$ cat src/verilog/ltc_pkg.sv
// constants for the amplifier/termination and power control registers
package ltc_pkg;
  // register indices and their word-aligned byte addresses
  localparam logic [7:0] LTC_AMP_IDX = 8'hC4;
  localparam logic [7:0] LTC_PWR_IDX = 8'hC5;
  localparam int LTC_AW = 12;
  localparam logic [LTC_AW-1:0] LTC_AMP_ADDR = {2'h0, LTC_AMP_IDX, 2'h0};
  localparam logic [LTC_AW-1:0] LTC_PWR_ADDR = {2'h0, LTC_PWR_IDX, 2'h0};
  localparam int LTC_RW = 16;
  localparam logic [15:0] LTC_AMP_RST = 16'h0000;
  localparam logic [15:0] LTC_PWR_RST = 16'h0000;
  // amplifier configuration fields
  localparam int LTC_GAIN_IND_B = 15;
  localparam int LTC_GAIN_HI = 14;
  localparam int LTC_GAIN_LO = 13;
  localparam int LTC_HPF_OFF_B = 12;
  localparam int LTC_CLAMP_HI = 10;
  localparam int LTC_CLAMP_LO = 9;
  localparam int LTC_TERM_EN_B = 8;
  localparam int LTC_GTERM_HI = 7;
  localparam int LTC_GTERM_LO = 6;
  localparam int LTC_IND_EN_B = 5;
  localparam int LTC_IND_HI = 4;
  // power control fields
  localparam int LTC_FULL_PD_B = 15;
  localparam int LTC_QUICK_PD_B = 14;
  localparam int LTC_AMP_PD_B = 13;
  localparam int LTC_ATT_PD_B = 12;
  localparam int LTC_PMODE_HI = 11;
  localparam int LTC_PMODE_LO = 10;
  localparam int LTC_LNF_B = 9;
  localparam int LTC_PWR_ZERO_B = 8;
  localparam int LTC_PAIRS = 8;
  localparam logic [1:0] LTC_PMODE_LOW_NOISE = 2'h0;
  // gain codes and their values in dB
  localparam logic [1:0] LTC_GC_18 = 2'h0;
  localparam logic [1:0] LTC_GC_24 = 2'h1;
  localparam logic [1:0] LTC_GC_12 = 2'h2;
  localparam logic [4:0] LTC_DB_12 = 5'h0C;
  localparam logic [4:0] LTC_DB_18 = 5'h12;
  localparam logic [4:0] LTC_DB_24 = 5'h18;
  localparam logic [4:0] LTC_DB_NONE = 5'h00;
  // termination values are reported in hundredths of an ohm
  localparam int LTC_CW = 18;
  localparam int LTC_CENTI = 100;
  localparam logic [17:0] LTC_GT_50 = 18'h01388;
  localparam logic [17:0] LTC_GT_100 = 18'h02710;
  localparam logic [17:0] LTC_GT_200 = 18'h04E20;
  localparam logic [17:0] LTC_GT_400 = 18'h09C40;
  localparam logic [17:0] LTC_FRAC_6667 = 18'h01A0B;
  localparam logic [4:0] LTC_FRAC_CODE = 5'h06;
  typedef enum logic [1:0] {LTC_G12, LTC_G18, LTC_G24} ltc_gain_e;
endpackage

$ cat src/verilog/ltc_term_decode.sv
// individual resistor code to termination value, per gain column
`timescale 1ns/100ps
module ltc_term_decode (
  input wire ltc_pkg::ltc_gain_e gain,
  input wire logic [4:0] code,
  output logic high_z,
  output logic [ltc_pkg::LTC_CW-1:0] centiohm
);
  import ltc_pkg::*;
  localparam int T12 [32] = '{0, 150, 300, 100, 600, 120, 200, 86,
    1200, 133, 240, 92, 400, 109, 171, 80, 1500, 136, 250, 94, 429, 111,
    176, 81, 667, 122, 207, 87, 316, 102, 154, 76};
  localparam int T18 [32] = '{0, 90, 180, 60, 360, 72, 120, 51,
    720, 80, 144, 55, 240, 65, 103, 48, 900, 82, 150, 56, 257, 67,
    106, 49, 400, 73, 124, 52, 189, 61, 92, 46};
  localparam int T24 [32] = '{0, 50, 100, 33, 200, 40, 67, 29,
    400, 44, 80, 31, 133, 36, 57, 27, 500, 45, 83, 31, 143, 37,
    59, 27, 222, 41, 69, 29, 105, 34, 51, 25};
  int ohms;

  always_comb begin
    ohms = T18[code];
    case (gain)
      LTC_G12: ohms = T12[code];
      LTC_G24: ohms = T24[code];
      default: ohms = T18[code];
    endcase
    high_z = (code == 5'h00);
    centiohm = LTC_CW'(ohms * LTC_CENTI);
    // the one fractional entry is kept exact
    if (gain == LTC_G24 && code == LTC_FRAC_CODE) begin
      centiohm = LTC_FRAC_6667;
    end
  end
endmodule

$ cat src/verilog/ltc_regs.sv
// amplifier/termination and power control registers behind apb
//
// What this block does
// bit 15 selects per-channel gain control
// gain code: 00=18, 01=24, 10=12 dB
// bit 12 set turns highpass filter off
// clamp code: auto, 1.5, 1.15, 0.6 Vpp
// bit 8 enables active termination
// global termination 50/100/200/400 ohms
// at 12 dB code 00 is high-z
// bit 5 enables individual resistor control
// resistor code acts only when enabled
// resistor code and gain pick value; 00000=high-z
// power register layout, bit 8 zero
// amplifier register sits at C4h
// all fields reset to zero
// software writes zero to reserved bits
`timescale 1ns/100ps
module ltc_regs (
  input wire logic pclk,
  input wire logic presetn,
  input wire logic psel,
  input wire logic penable,
  input wire logic pwrite,
  input wire logic [ltc_pkg::LTC_AW-1:0] paddr,
  input wire logic [31:0] pwdata,
  input wire logic [3:0] pstrb,
  output logic [31:0] prdata,
  output logic pready,
  output logic pslverr,
  output logic per_channel_gain_enable,
  output logic [1:0] global_input_gain_code,
  output logic [4:0] input_gain_db,
  output logic input_highpass_off,
  output logic [1:0] input_clamp_level,
  output logic termination_enable,
  output logic [1:0] global_termination_code,
  output logic individual_resistor_enable,
  output logic [4:0] individual_resistor_code,
  output logic termination_high_z,
  output logic [ltc_pkg::LTC_CW-1:0] termination_centiohm,
  output logic full_power_down,
  output logic quick_wake_power_down,
  output logic amplifier_only_power_down,
  output logic attenuator_gain_stage_power_down,
  output logic [1:0] power_mode_select,
  output logic low_noise_figure_mode,
  output logic [ltc_pkg::LTC_PAIRS-1:0] channel_pair_power_down
);
  import ltc_pkg::*;

  logic [15:0] amp_q;
  logic [15:0] pwr_q;
  logic [4:0] gain_db_q;
  logic [4:0] gain_db_d;
  logic term_hz_q;
  logic term_hz_d;
  logic [LTC_CW-1:0] term_ohm_q;
  logic [LTC_CW-1:0] term_ohm_d;
  ltc_gain_e gain_col;
  logic ind_hz;
  logic [LTC_CW-1:0] ind_ohm;
  logic access;
  logic hit_amp;
  logic hit_pwr;
  logic wr_amp;
  logic wr_pwr;

  // zero wait states: every access completes in its first access cycle
  assign access = psel & penable;
  assign hit_amp = (paddr == LTC_AMP_ADDR);
  assign hit_pwr = (paddr == LTC_PWR_ADDR);
  assign wr_amp = access & pwrite & hit_amp;
  assign wr_pwr = access & pwrite & hit_pwr;
  assign pready = 1'b1;
  assign pslverr = access & ~(hit_amp | hit_pwr);

  always_comb begin
    prdata = 32'h00000000;
    if (hit_amp) begin
      prdata = {16'h0000, amp_q};
    end else if (hit_pwr) begin
      prdata = {16'h0000, pwr_q};
    end
  end

  // amplifier register; reserved bit 11 is stored as written
  always_ff @(posedge pclk or negedge presetn) begin
    if (!presetn) begin
      amp_q <= LTC_AMP_RST;
    end else if (wr_amp) begin
      if (pstrb[1]) begin
        amp_q[15:8] <= pwdata[15:8];
      end
      if (pstrb[0]) begin
        amp_q[7:0] <= pwdata[7:0];
      end
    end
  end

  // power register; bit 8 is never stored so it always reads zero
  always_ff @(posedge pclk or negedge presetn) begin
    if (!presetn) begin
      pwr_q <= LTC_PWR_RST;
    end else if (wr_pwr) begin
      if (pstrb[1]) begin
        pwr_q[15:10] <= pwdata[15:10];
        // low noise figure only accepted while in low-noise mode
        if (pwr_q[LTC_PMODE_HI:LTC_PMODE_LO] == LTC_PMODE_LOW_NOISE) begin
          pwr_q[LTC_LNF_B] <= pwdata[LTC_LNF_B];
        end
        pwr_q[LTC_PWR_ZERO_B] <= 1'b0;
      end
      if (pstrb[0]) begin
        pwr_q[7:0] <= pwdata[7:0];
      end
    end
  end

  // field outputs straight from the register flops; decoded gain and termination outputs from the decode flops
  assign per_channel_gain_enable = amp_q[LTC_GAIN_IND_B];
  assign global_input_gain_code = amp_q[LTC_GAIN_HI:LTC_GAIN_LO];
  assign input_highpass_off = amp_q[LTC_HPF_OFF_B];
  assign input_clamp_level = amp_q[LTC_CLAMP_HI:LTC_CLAMP_LO];
  assign termination_enable = amp_q[LTC_TERM_EN_B];
  assign global_termination_code = amp_q[LTC_GTERM_HI:LTC_GTERM_LO];
  assign individual_resistor_enable = amp_q[LTC_IND_EN_B];
  assign individual_resistor_code = amp_q[LTC_IND_HI:0];
  assign full_power_down = pwr_q[LTC_FULL_PD_B];
  assign quick_wake_power_down = pwr_q[LTC_QUICK_PD_B];
  assign amplifier_only_power_down = pwr_q[LTC_AMP_PD_B];
  assign attenuator_gain_stage_power_down = pwr_q[LTC_ATT_PD_B];
  assign power_mode_select = pwr_q[LTC_PMODE_HI:LTC_PMODE_LO];
  assign low_noise_figure_mode = pwr_q[LTC_LNF_B];
  assign channel_pair_power_down = pwr_q[LTC_PAIRS-1:0];
  assign input_gain_db = gain_db_q;
  assign termination_high_z = term_hz_q;
  assign termination_centiohm = term_ohm_q;

  // gain decode; the reserved code reports 0 dB and uses the 18 dB column
  always_comb begin
    gain_db_d = LTC_DB_NONE;
    gain_col = LTC_G18;
    case (global_input_gain_code)
      LTC_GC_18: begin
        gain_db_d = LTC_DB_18;
        gain_col = LTC_G18;
      end
      LTC_GC_24: begin
        gain_db_d = LTC_DB_24;
        gain_col = LTC_G24;
      end
      LTC_GC_12: begin
        gain_db_d = LTC_DB_12;
        gain_col = LTC_G12;
      end
      default: begin
        gain_db_d = LTC_DB_NONE;
        gain_col = LTC_G18;
      end
    endcase
  end

  ltc_term_decode u_term_decode (
    .gain(gain_col),
    .code(individual_resistor_code),
    .high_z(ind_hz),
    .centiohm(ind_ohm)
  );

  // termination selection: disabled, individual, or global mapping
  always_comb begin
    term_hz_d = 1'b1;
    term_ohm_d = '0;
    if (!termination_enable) begin
      term_hz_d = 1'b1;
      term_ohm_d = '0;
    end else if (individual_resistor_enable) begin
      term_hz_d = ind_hz;
      term_ohm_d = ind_hz ? '0 : ind_ohm;
    end else begin
      term_hz_d = 1'b0;
      case (global_termination_code)
        2'h0: begin
          // 50 ohm cannot be built at 12 dB, falls back to high-z
          term_hz_d = (gain_col == LTC_G12);
          term_ohm_d = (gain_col == LTC_G12) ? '0 : LTC_GT_50;
        end
        2'h1: term_ohm_d = LTC_GT_100;
        2'h2: term_ohm_d = LTC_GT_200;
        default: term_ohm_d = LTC_GT_400;
      endcase
    end
  end

  // decoded values are registered; they trail the register by one cycle
  always_ff @(posedge pclk or negedge presetn) begin
    if (!presetn) begin
      gain_db_q <= LTC_DB_NONE;
      term_hz_q <= 1'b1;
      term_ohm_q <= '0;
    end else begin
      gain_db_q <= gain_db_d;
      term_hz_q <= term_hz_d;
      term_ohm_q <= term_ohm_d;
    end
  end

  logic seen_q;
  always_ff @(posedge pclk or negedge presetn) begin
    if (!presetn) begin
      seen_q <= 1'b0;
    end else begin
      seen_q <= 1'b1;
    end
  end

  logic [15:0] prdata_amp_now;
  assign prdata_amp_now = amp_q;
endmodule

$ cat config.mk
export PLATFORM = sky130hd
export DESIGN_NAME = ltc_regs
export DESIGN_NICKNAME = d
export VERILOG_FILES = /design/src/verilog/ltc_pkg.sv /design/src/verilog/ltc_term_decode.sv /design/src/verilog/ltc_regs.sv
export SDC_FILE = /design/constraint.sdc
export NUM_CORES = 1
export LEC_CHECK = 0
export CAP_MARGIN = 20
export CORE_ASPECT_RATIO = 0.75
export CORE_MARGIN = 5
export CORE_UTILIZATION = 48
export CTS_BUF_LIST = sky130_fd_sc_hd__clkbuf_4 sky130_fd_sc_hd__clkbuf_8
export DETAILED_ROUTE_END_ITERATION = 7
export DONT_BUFFER_PORTS = 1
export PLACE_DENSITY = 0.75
export REMOVE_ABC_BUFFERS = 1
export SLEW_MARGIN = 20
export SYNTH_ARGS = -nofsm -noshare
export SYNTH_HDL_FRONTEND = slang
export SYNTH_HIERARCHICAL = 1
export SYNTH_SLANG_ARGS = --single-unit
export TNS_END_PERCENT = 30
$ cat constraint.sdc
create_clock -name pclk -period 8.8 [get_ports pclk]
set_input_delay 1.32 -clock pclk [delete_from_list [all_inputs] [get_ports pclk]]
set_output_delay 1.32 -clock pclk [all_outputs]
set_load 0.02 [all_outputs]
==> metrics.txt <==
# TYPE chip_impl_metric gauge
chip_impl_metric{name="fin_nets",unit=""} 663
chip_impl_metric{name="synth.cell_area",unit="µm²"} 5280
chip_impl_info{name="clock-root-buffer",value="clkbuf_8"} 1
chip_impl_metric{name="dieHeight",unit="µm"} 101
chip_impl_metric{name="synth.ff_latch_count",unit=""} 54
chip_impl_metric{name="tritoncts_num_sinks",unit=""} 54
chip_impl_metric{name="cells_on_worst_hold_path",unit=""} 1
chip_impl_metric{name="placement.cell_area",unit="µm²"} 5120
chip_impl_metric{name="worstPathMaxFanout",unit=""} 17
chip_impl_metric{name="power.sequential.fraction",unit=""} 0.604
chip_impl_metric{name="final_replace_weighted_congestion",unit=""} 0.947
chip_impl_metric{name="worst_r2r_path_depth",unit=""} 19
chip_impl_metric{name="drt_wl_total",unit="µm"} 13500
chip_impl_info{name="r2r_start",value="amp_q[0]"} 1
chip_impl_info{name="timing.hold.worst.class",value="reg2reg"} 1
chip_impl_info{name="holdPathEnd",value="amp_q[11]"} 1
chip_impl_metric{name="synth_top_area_frac",unit=""} 0.251
chip_impl_metric{name="relative_slew_slack",unit=""} 0.411
chip_impl_metric{name="worst_slew_pin_slew",unit="ns"} 0.883
chip_impl_metric{name="dr.first_iter.drc_count",unit=""} 560
chip_impl_metric{name="setup_viol",unit=""} 0
chip_impl_metric{name="hpwl",unit="µm"} 10300
chip_impl_metric{name="min_period_over_period",unit=""} 0.695
chip_impl_metric{name="synth_cell_type_count",unit=""} 75
chip_impl_info{name="hp-start",value="amp_q[11]"} 1
chip_impl_metric{name="antenna_found_initial",unit=""} 0
chip_impl_info{name="status",value="finished, final reports clean"} 1
chip_impl_metric{name="cts_resized",unit=""} 0
chip_impl_metric{name="core_region_area",unit="µm²"} 10900
chip_impl_metric{name="postSynthAreaPerCell",unit="µm²"} 9.03
chip_impl_metric{name="power.share.clock",unit=""} 0.365
chip_impl_info{name="dominantRegCellSynth",value="dfrtp_1"} 1
chip_impl_metric{name="power_switching_share",unit=""} 0.246
chip_impl_metric{name="drt-pass1-iter-count",unit=""} 5
chip_impl_metric{name="cell_count_after_placement",unit=""} 683
chip_impl_metric{name="insertedDiodeCount",unit=""} 0
chip_impl_info{name="rr_endpoint",value="termination_centiohm[17]"} 1
chip_impl_info{name="worst_setup_path_category",value="reg2reg"} 1
chip_impl_metric{name="yosysWarnings",unit=""} 6
chip_impl_metric{name="fin_crit",unit="ns"} 6.12
chip_impl_metric{name="route.antenna.remaining_nets",unit=""} 0
chip_impl_metric{name="first_pass_grt_wire_length",unit="µm"} 21600
chip_impl_metric{name="drc",unit=""} 0
chip_impl_metric{name="cts_max_level",unit=""} 2
chip_impl_metric{name="arr_time_crit_path",unit="ns"} 6.33
chip_impl_metric{name="grt_start_max_net_pins",unit=""} 61
chip_impl_metric{name="post_cts_hold_buffer_count",unit=""} 0
chip_impl_metric{name="async_reset_ff_frac",unit=""} 1.00
chip_impl_metric{name="fmax",unit="MHz"} 164
chip_impl_metric{name="layout.core_utilization",unit=""} 0.481
chip_impl_metric{name="initial_utilization",unit=""} 0.486
chip_impl_metric{name="synth_edf_count",unit=""} 0
chip_impl_info{name="synth_area_leader_cell",value="dfrtp_1"} 1
chip_impl_metric{name="row_count",unit=""} 33
chip_impl_metric{name="boundaryPins",unit=""} 141
chip_impl_info{name="critPathLaunchType",value="flop"} 1
chip_impl_metric{name="crit_required",unit="ns"} 9.02
chip_impl_metric{name="syn2layout_area_growth",unit="%"} -1.18
chip_impl_metric{name="timing_hold_violations_final",unit=""} 0
chip_impl_metric{name="minimum_setup_slack_among_reg_to_reg_paths",unit="ns"} 2.68
chip_impl_metric{name="critical_path.n_buffers_inverters",unit=""} 3
chip_impl_metric{name="fin_area",unit="µm²"} 5220
chip_impl_metric{name="grt_overflow_total",unit=""} 0
chip_impl_metric{name="postCtsSetupRepairBufs",unit=""} 0
chip_impl_metric{name="clk_path_buf_depth",unit=""} 2
chip_impl_metric{name="clock_latency_late_sink",unit="ns"} 0.33
chip_impl_metric{name="drive_gt1_frac",unit=""} 0.132
chip_impl_metric{name="path_clk_slew",unit="ns"} 0.11
chip_impl_metric{name="cell_count_after_synthesis",unit=""} 585
chip_impl_metric{name="floorplan.die.width",unit="µm"} 131
chip_impl_metric{name="vias",unit=""} 4311
chip_impl_metric{name="finalWorstSetupSlack",unit="ns"} 2.68
chip_impl_metric{name="numPortBuffers",unit=""} 0
chip_impl_metric{name="pwr-share-comb",unit=""} 0.031
chip_impl_metric{name="power_density",unit="nW/µm²"} 78.8
chip_impl_metric{name="tns",unit="ns"} 0
chip_impl_metric{name="layoutNonFillerInstCount",unit=""} 691
chip_impl_metric{name="final_max_slew_viol_count",unit=""} 0
chip_impl_metric{name="grt_usage",unit=""} 0.199
chip_impl_metric{name="internal_power",unit="W"} 0.000310
chip_impl_info{name="cp_top_family",value="adder cells"} 1
chip_impl_metric{name="grt_pass1_vias",unit=""} 4074
chip_impl_info{name="rsz0062_at_grt",value="no"} 1
chip_impl_metric{name="clock-skew-final",unit="ns"} 0.0122
chip_impl_metric{name="power.switching",unit="W"} 0.000101
chip_impl_metric{name="drt-wirelength-per-cell",unit="µm"} 19.6
chip_impl_metric{name="p_leak",unit="nW"} 2.54
chip_impl_metric{name="vdd_ir_drop_max",unit="V"} 0.0000709
chip_impl_metric{name="routed_via_density",unit=""} 6.24
chip_impl_info{name="synth.area.top_cells",value="dfrtp_1 25%, ha_1 13%, mux2_2 7.0%"} 1
chip_impl_metric{name="critPathMaxStageDelay",unit="ns"} 0.93
chip_impl_info{name="worst_setup_path_end_kind",value="flop"} 1
chip_impl_metric{name="design.die.area",unit="µm²"} 13200
chip_impl_info{name="cp_cell_sequence",value="inv_1, ha_1, nand2b_1, nand3_1, a21oi_1, nor3_1, nor4_1, ha_1, inv_1, fa_1, inv_1, ha_1, fa_1, a211oi_2, o21ai_0, a221oi_1, xor2_1, nor2_1, and3_1"} 1
chip_impl_metric{name="numCtsBuffers",unit=""} 5
chip_impl_metric{name="max_capacitance_violation_total",unit=""} 0
chip_impl_metric{name="place_ws",unit="ns"} 2.80
chip_impl_info{name="clock_tree_from_tritoncts",value="yes"} 1
chip_impl_metric{name="seq_total_area_yosys",unit=""} 0.256
chip_impl_info{name="critical_path.slowest_cell",value="dfrtp_1"} 1
## cells by family (layout without fill, tap and decap cells)
logic type                 after synthesis  in the layout  share of synthesized area
and+or+nand+nor                        180            180                      0.186
AOI/OAI and AO/OA                      143            143                      0.196
buffers and inverters                   94             44                      0.104
adders and majority gates               60             60                      0.152
DFF                                     54             54                      0.256
muxes                                   43             43                     0.0893
xor gates and xnor gates                 9              9                     0.0149
other                                    2             18                    0.00142
## metrics by stage
step / power (W) / hold slack [ns]
after floorplan: 0.000265 / 0.481
after global placement: 0.000266 / 0.497
after detailed placement: 0.000266 / 0.528
after CTS: 0.000415 / 0.553
after global routing: 0.000427 / 0.575
final: 0.000411 / 0.551
## layout by cell type, fill, tap and decap left out, types with 6 or more instances in the layout
master / instances
a21o_1: 6
nor2b_1: 10
nor2_1: 43
dfrtp_1: 51
xor2_1: 6
and2_1: 6
and3_1: 13
nand3_1: 9
o21ai_0: 20
mux2i_1: 10
o21ai_1: 8
mux2_2: 33
conb_1: 18
a22o_1: 15
nand2b_1: 13
nor3_1: 11
ha_1: 53
o211ai_1: 8
inv_1: 28
a21boi_0: 6
fa_1: 7
a31oi_1: 7
nand2_1: 40
a21oi_1: 21
## power by group through the flow
stage | Clock (W) | Sequential, W | Combinational [W]
2_1_floorplan | 0 | 0.000253 | 0.0000115
3_3_place_gp | 0 | 0.000253 | 0.0000124
3_5_place_dp | 0 | 0.000253 | 0.0000125
4_1_cts | 0.000154 | 0.000248 | 0.0000125
5_1_grt | 0.000165 | 0.000249 | 0.0000139
6_report | 0.000150 | 0.000248 | 0.0000128
## registers in the layout (all words and copies together), names as in the netlist
signal / cells
amp_q: 16
pwr_q: 15
termination_centiohm: 18
termination_high_z: 1
input_gain_db: 4
## worst max path at each step
stage,start,to,depth (start not counted)
final,amp_q[0],termination_centiohm[17],19
after global routing,amp_q[0],termination_centiohm[17],19
after CTS,amp_q[0],termination_centiohm[17],19
after detailed placement,amp_q[0],termination_centiohm[17],19
after global placement,amp_q[0],termination_centiohm[17],19
after floorplan,amp_q[2],termination_centiohm[17],17
## worst register-to-register path, cell delays in order, from the launching register on
cell	delay, ns
dfrtp_1	0.93
inv_1	0.35
ha_1	0.53
nand2b_1	0.23
nand3_1	0.10
a21oi_1	0.17
nor3_1	0.08
nor4_1	0.70
ha_1	0.36
inv_1	0.08
fa_1	0.42
inv_1	0.07
ha_1	0.26
fa_1	0.51
a211oi_2	0.31
o21ai_0	0.19
a221oi_1	0.34
xor2_1	0.17
nor2_1	0.05
and3_1	0.16
## metal layers
layer | wire [µm] | vias to the layer above | track usage
li1 | - | 1992 | -
met1 | 6010 | 2098 | 0.272
met2 | 6230 | 207 | 0.324
met3 | 1140 | 14 | 0.0479
met4 | 126 | 0 | 0.0407
met5 | 0 | - | 0
## cells in the mapped netlist, types with 13 or more instances
library cell	n
nand2b_1	13
dfrtp_1	53
ha_1	53
inv_1	28
buf_4	36
o21ai_0	20
nand2_1	40
a22o_1	15
a21oi_1	21
mux2_2	33
and3_1	13
nor2_1	43
## area by class of cell
cell class / instances / area, µm²
inverter: 32 / 120
timing repair buffer: 4 / 30.0
fill: 1030 / 5640
multi-input combinational: 453 / 3440
clock buffer: 5 / 68.8
sequential: 54 / 1360
tap: 140 / 175
clock inverter: 3 / 28.8
Power figures use the tool's default switching activity.
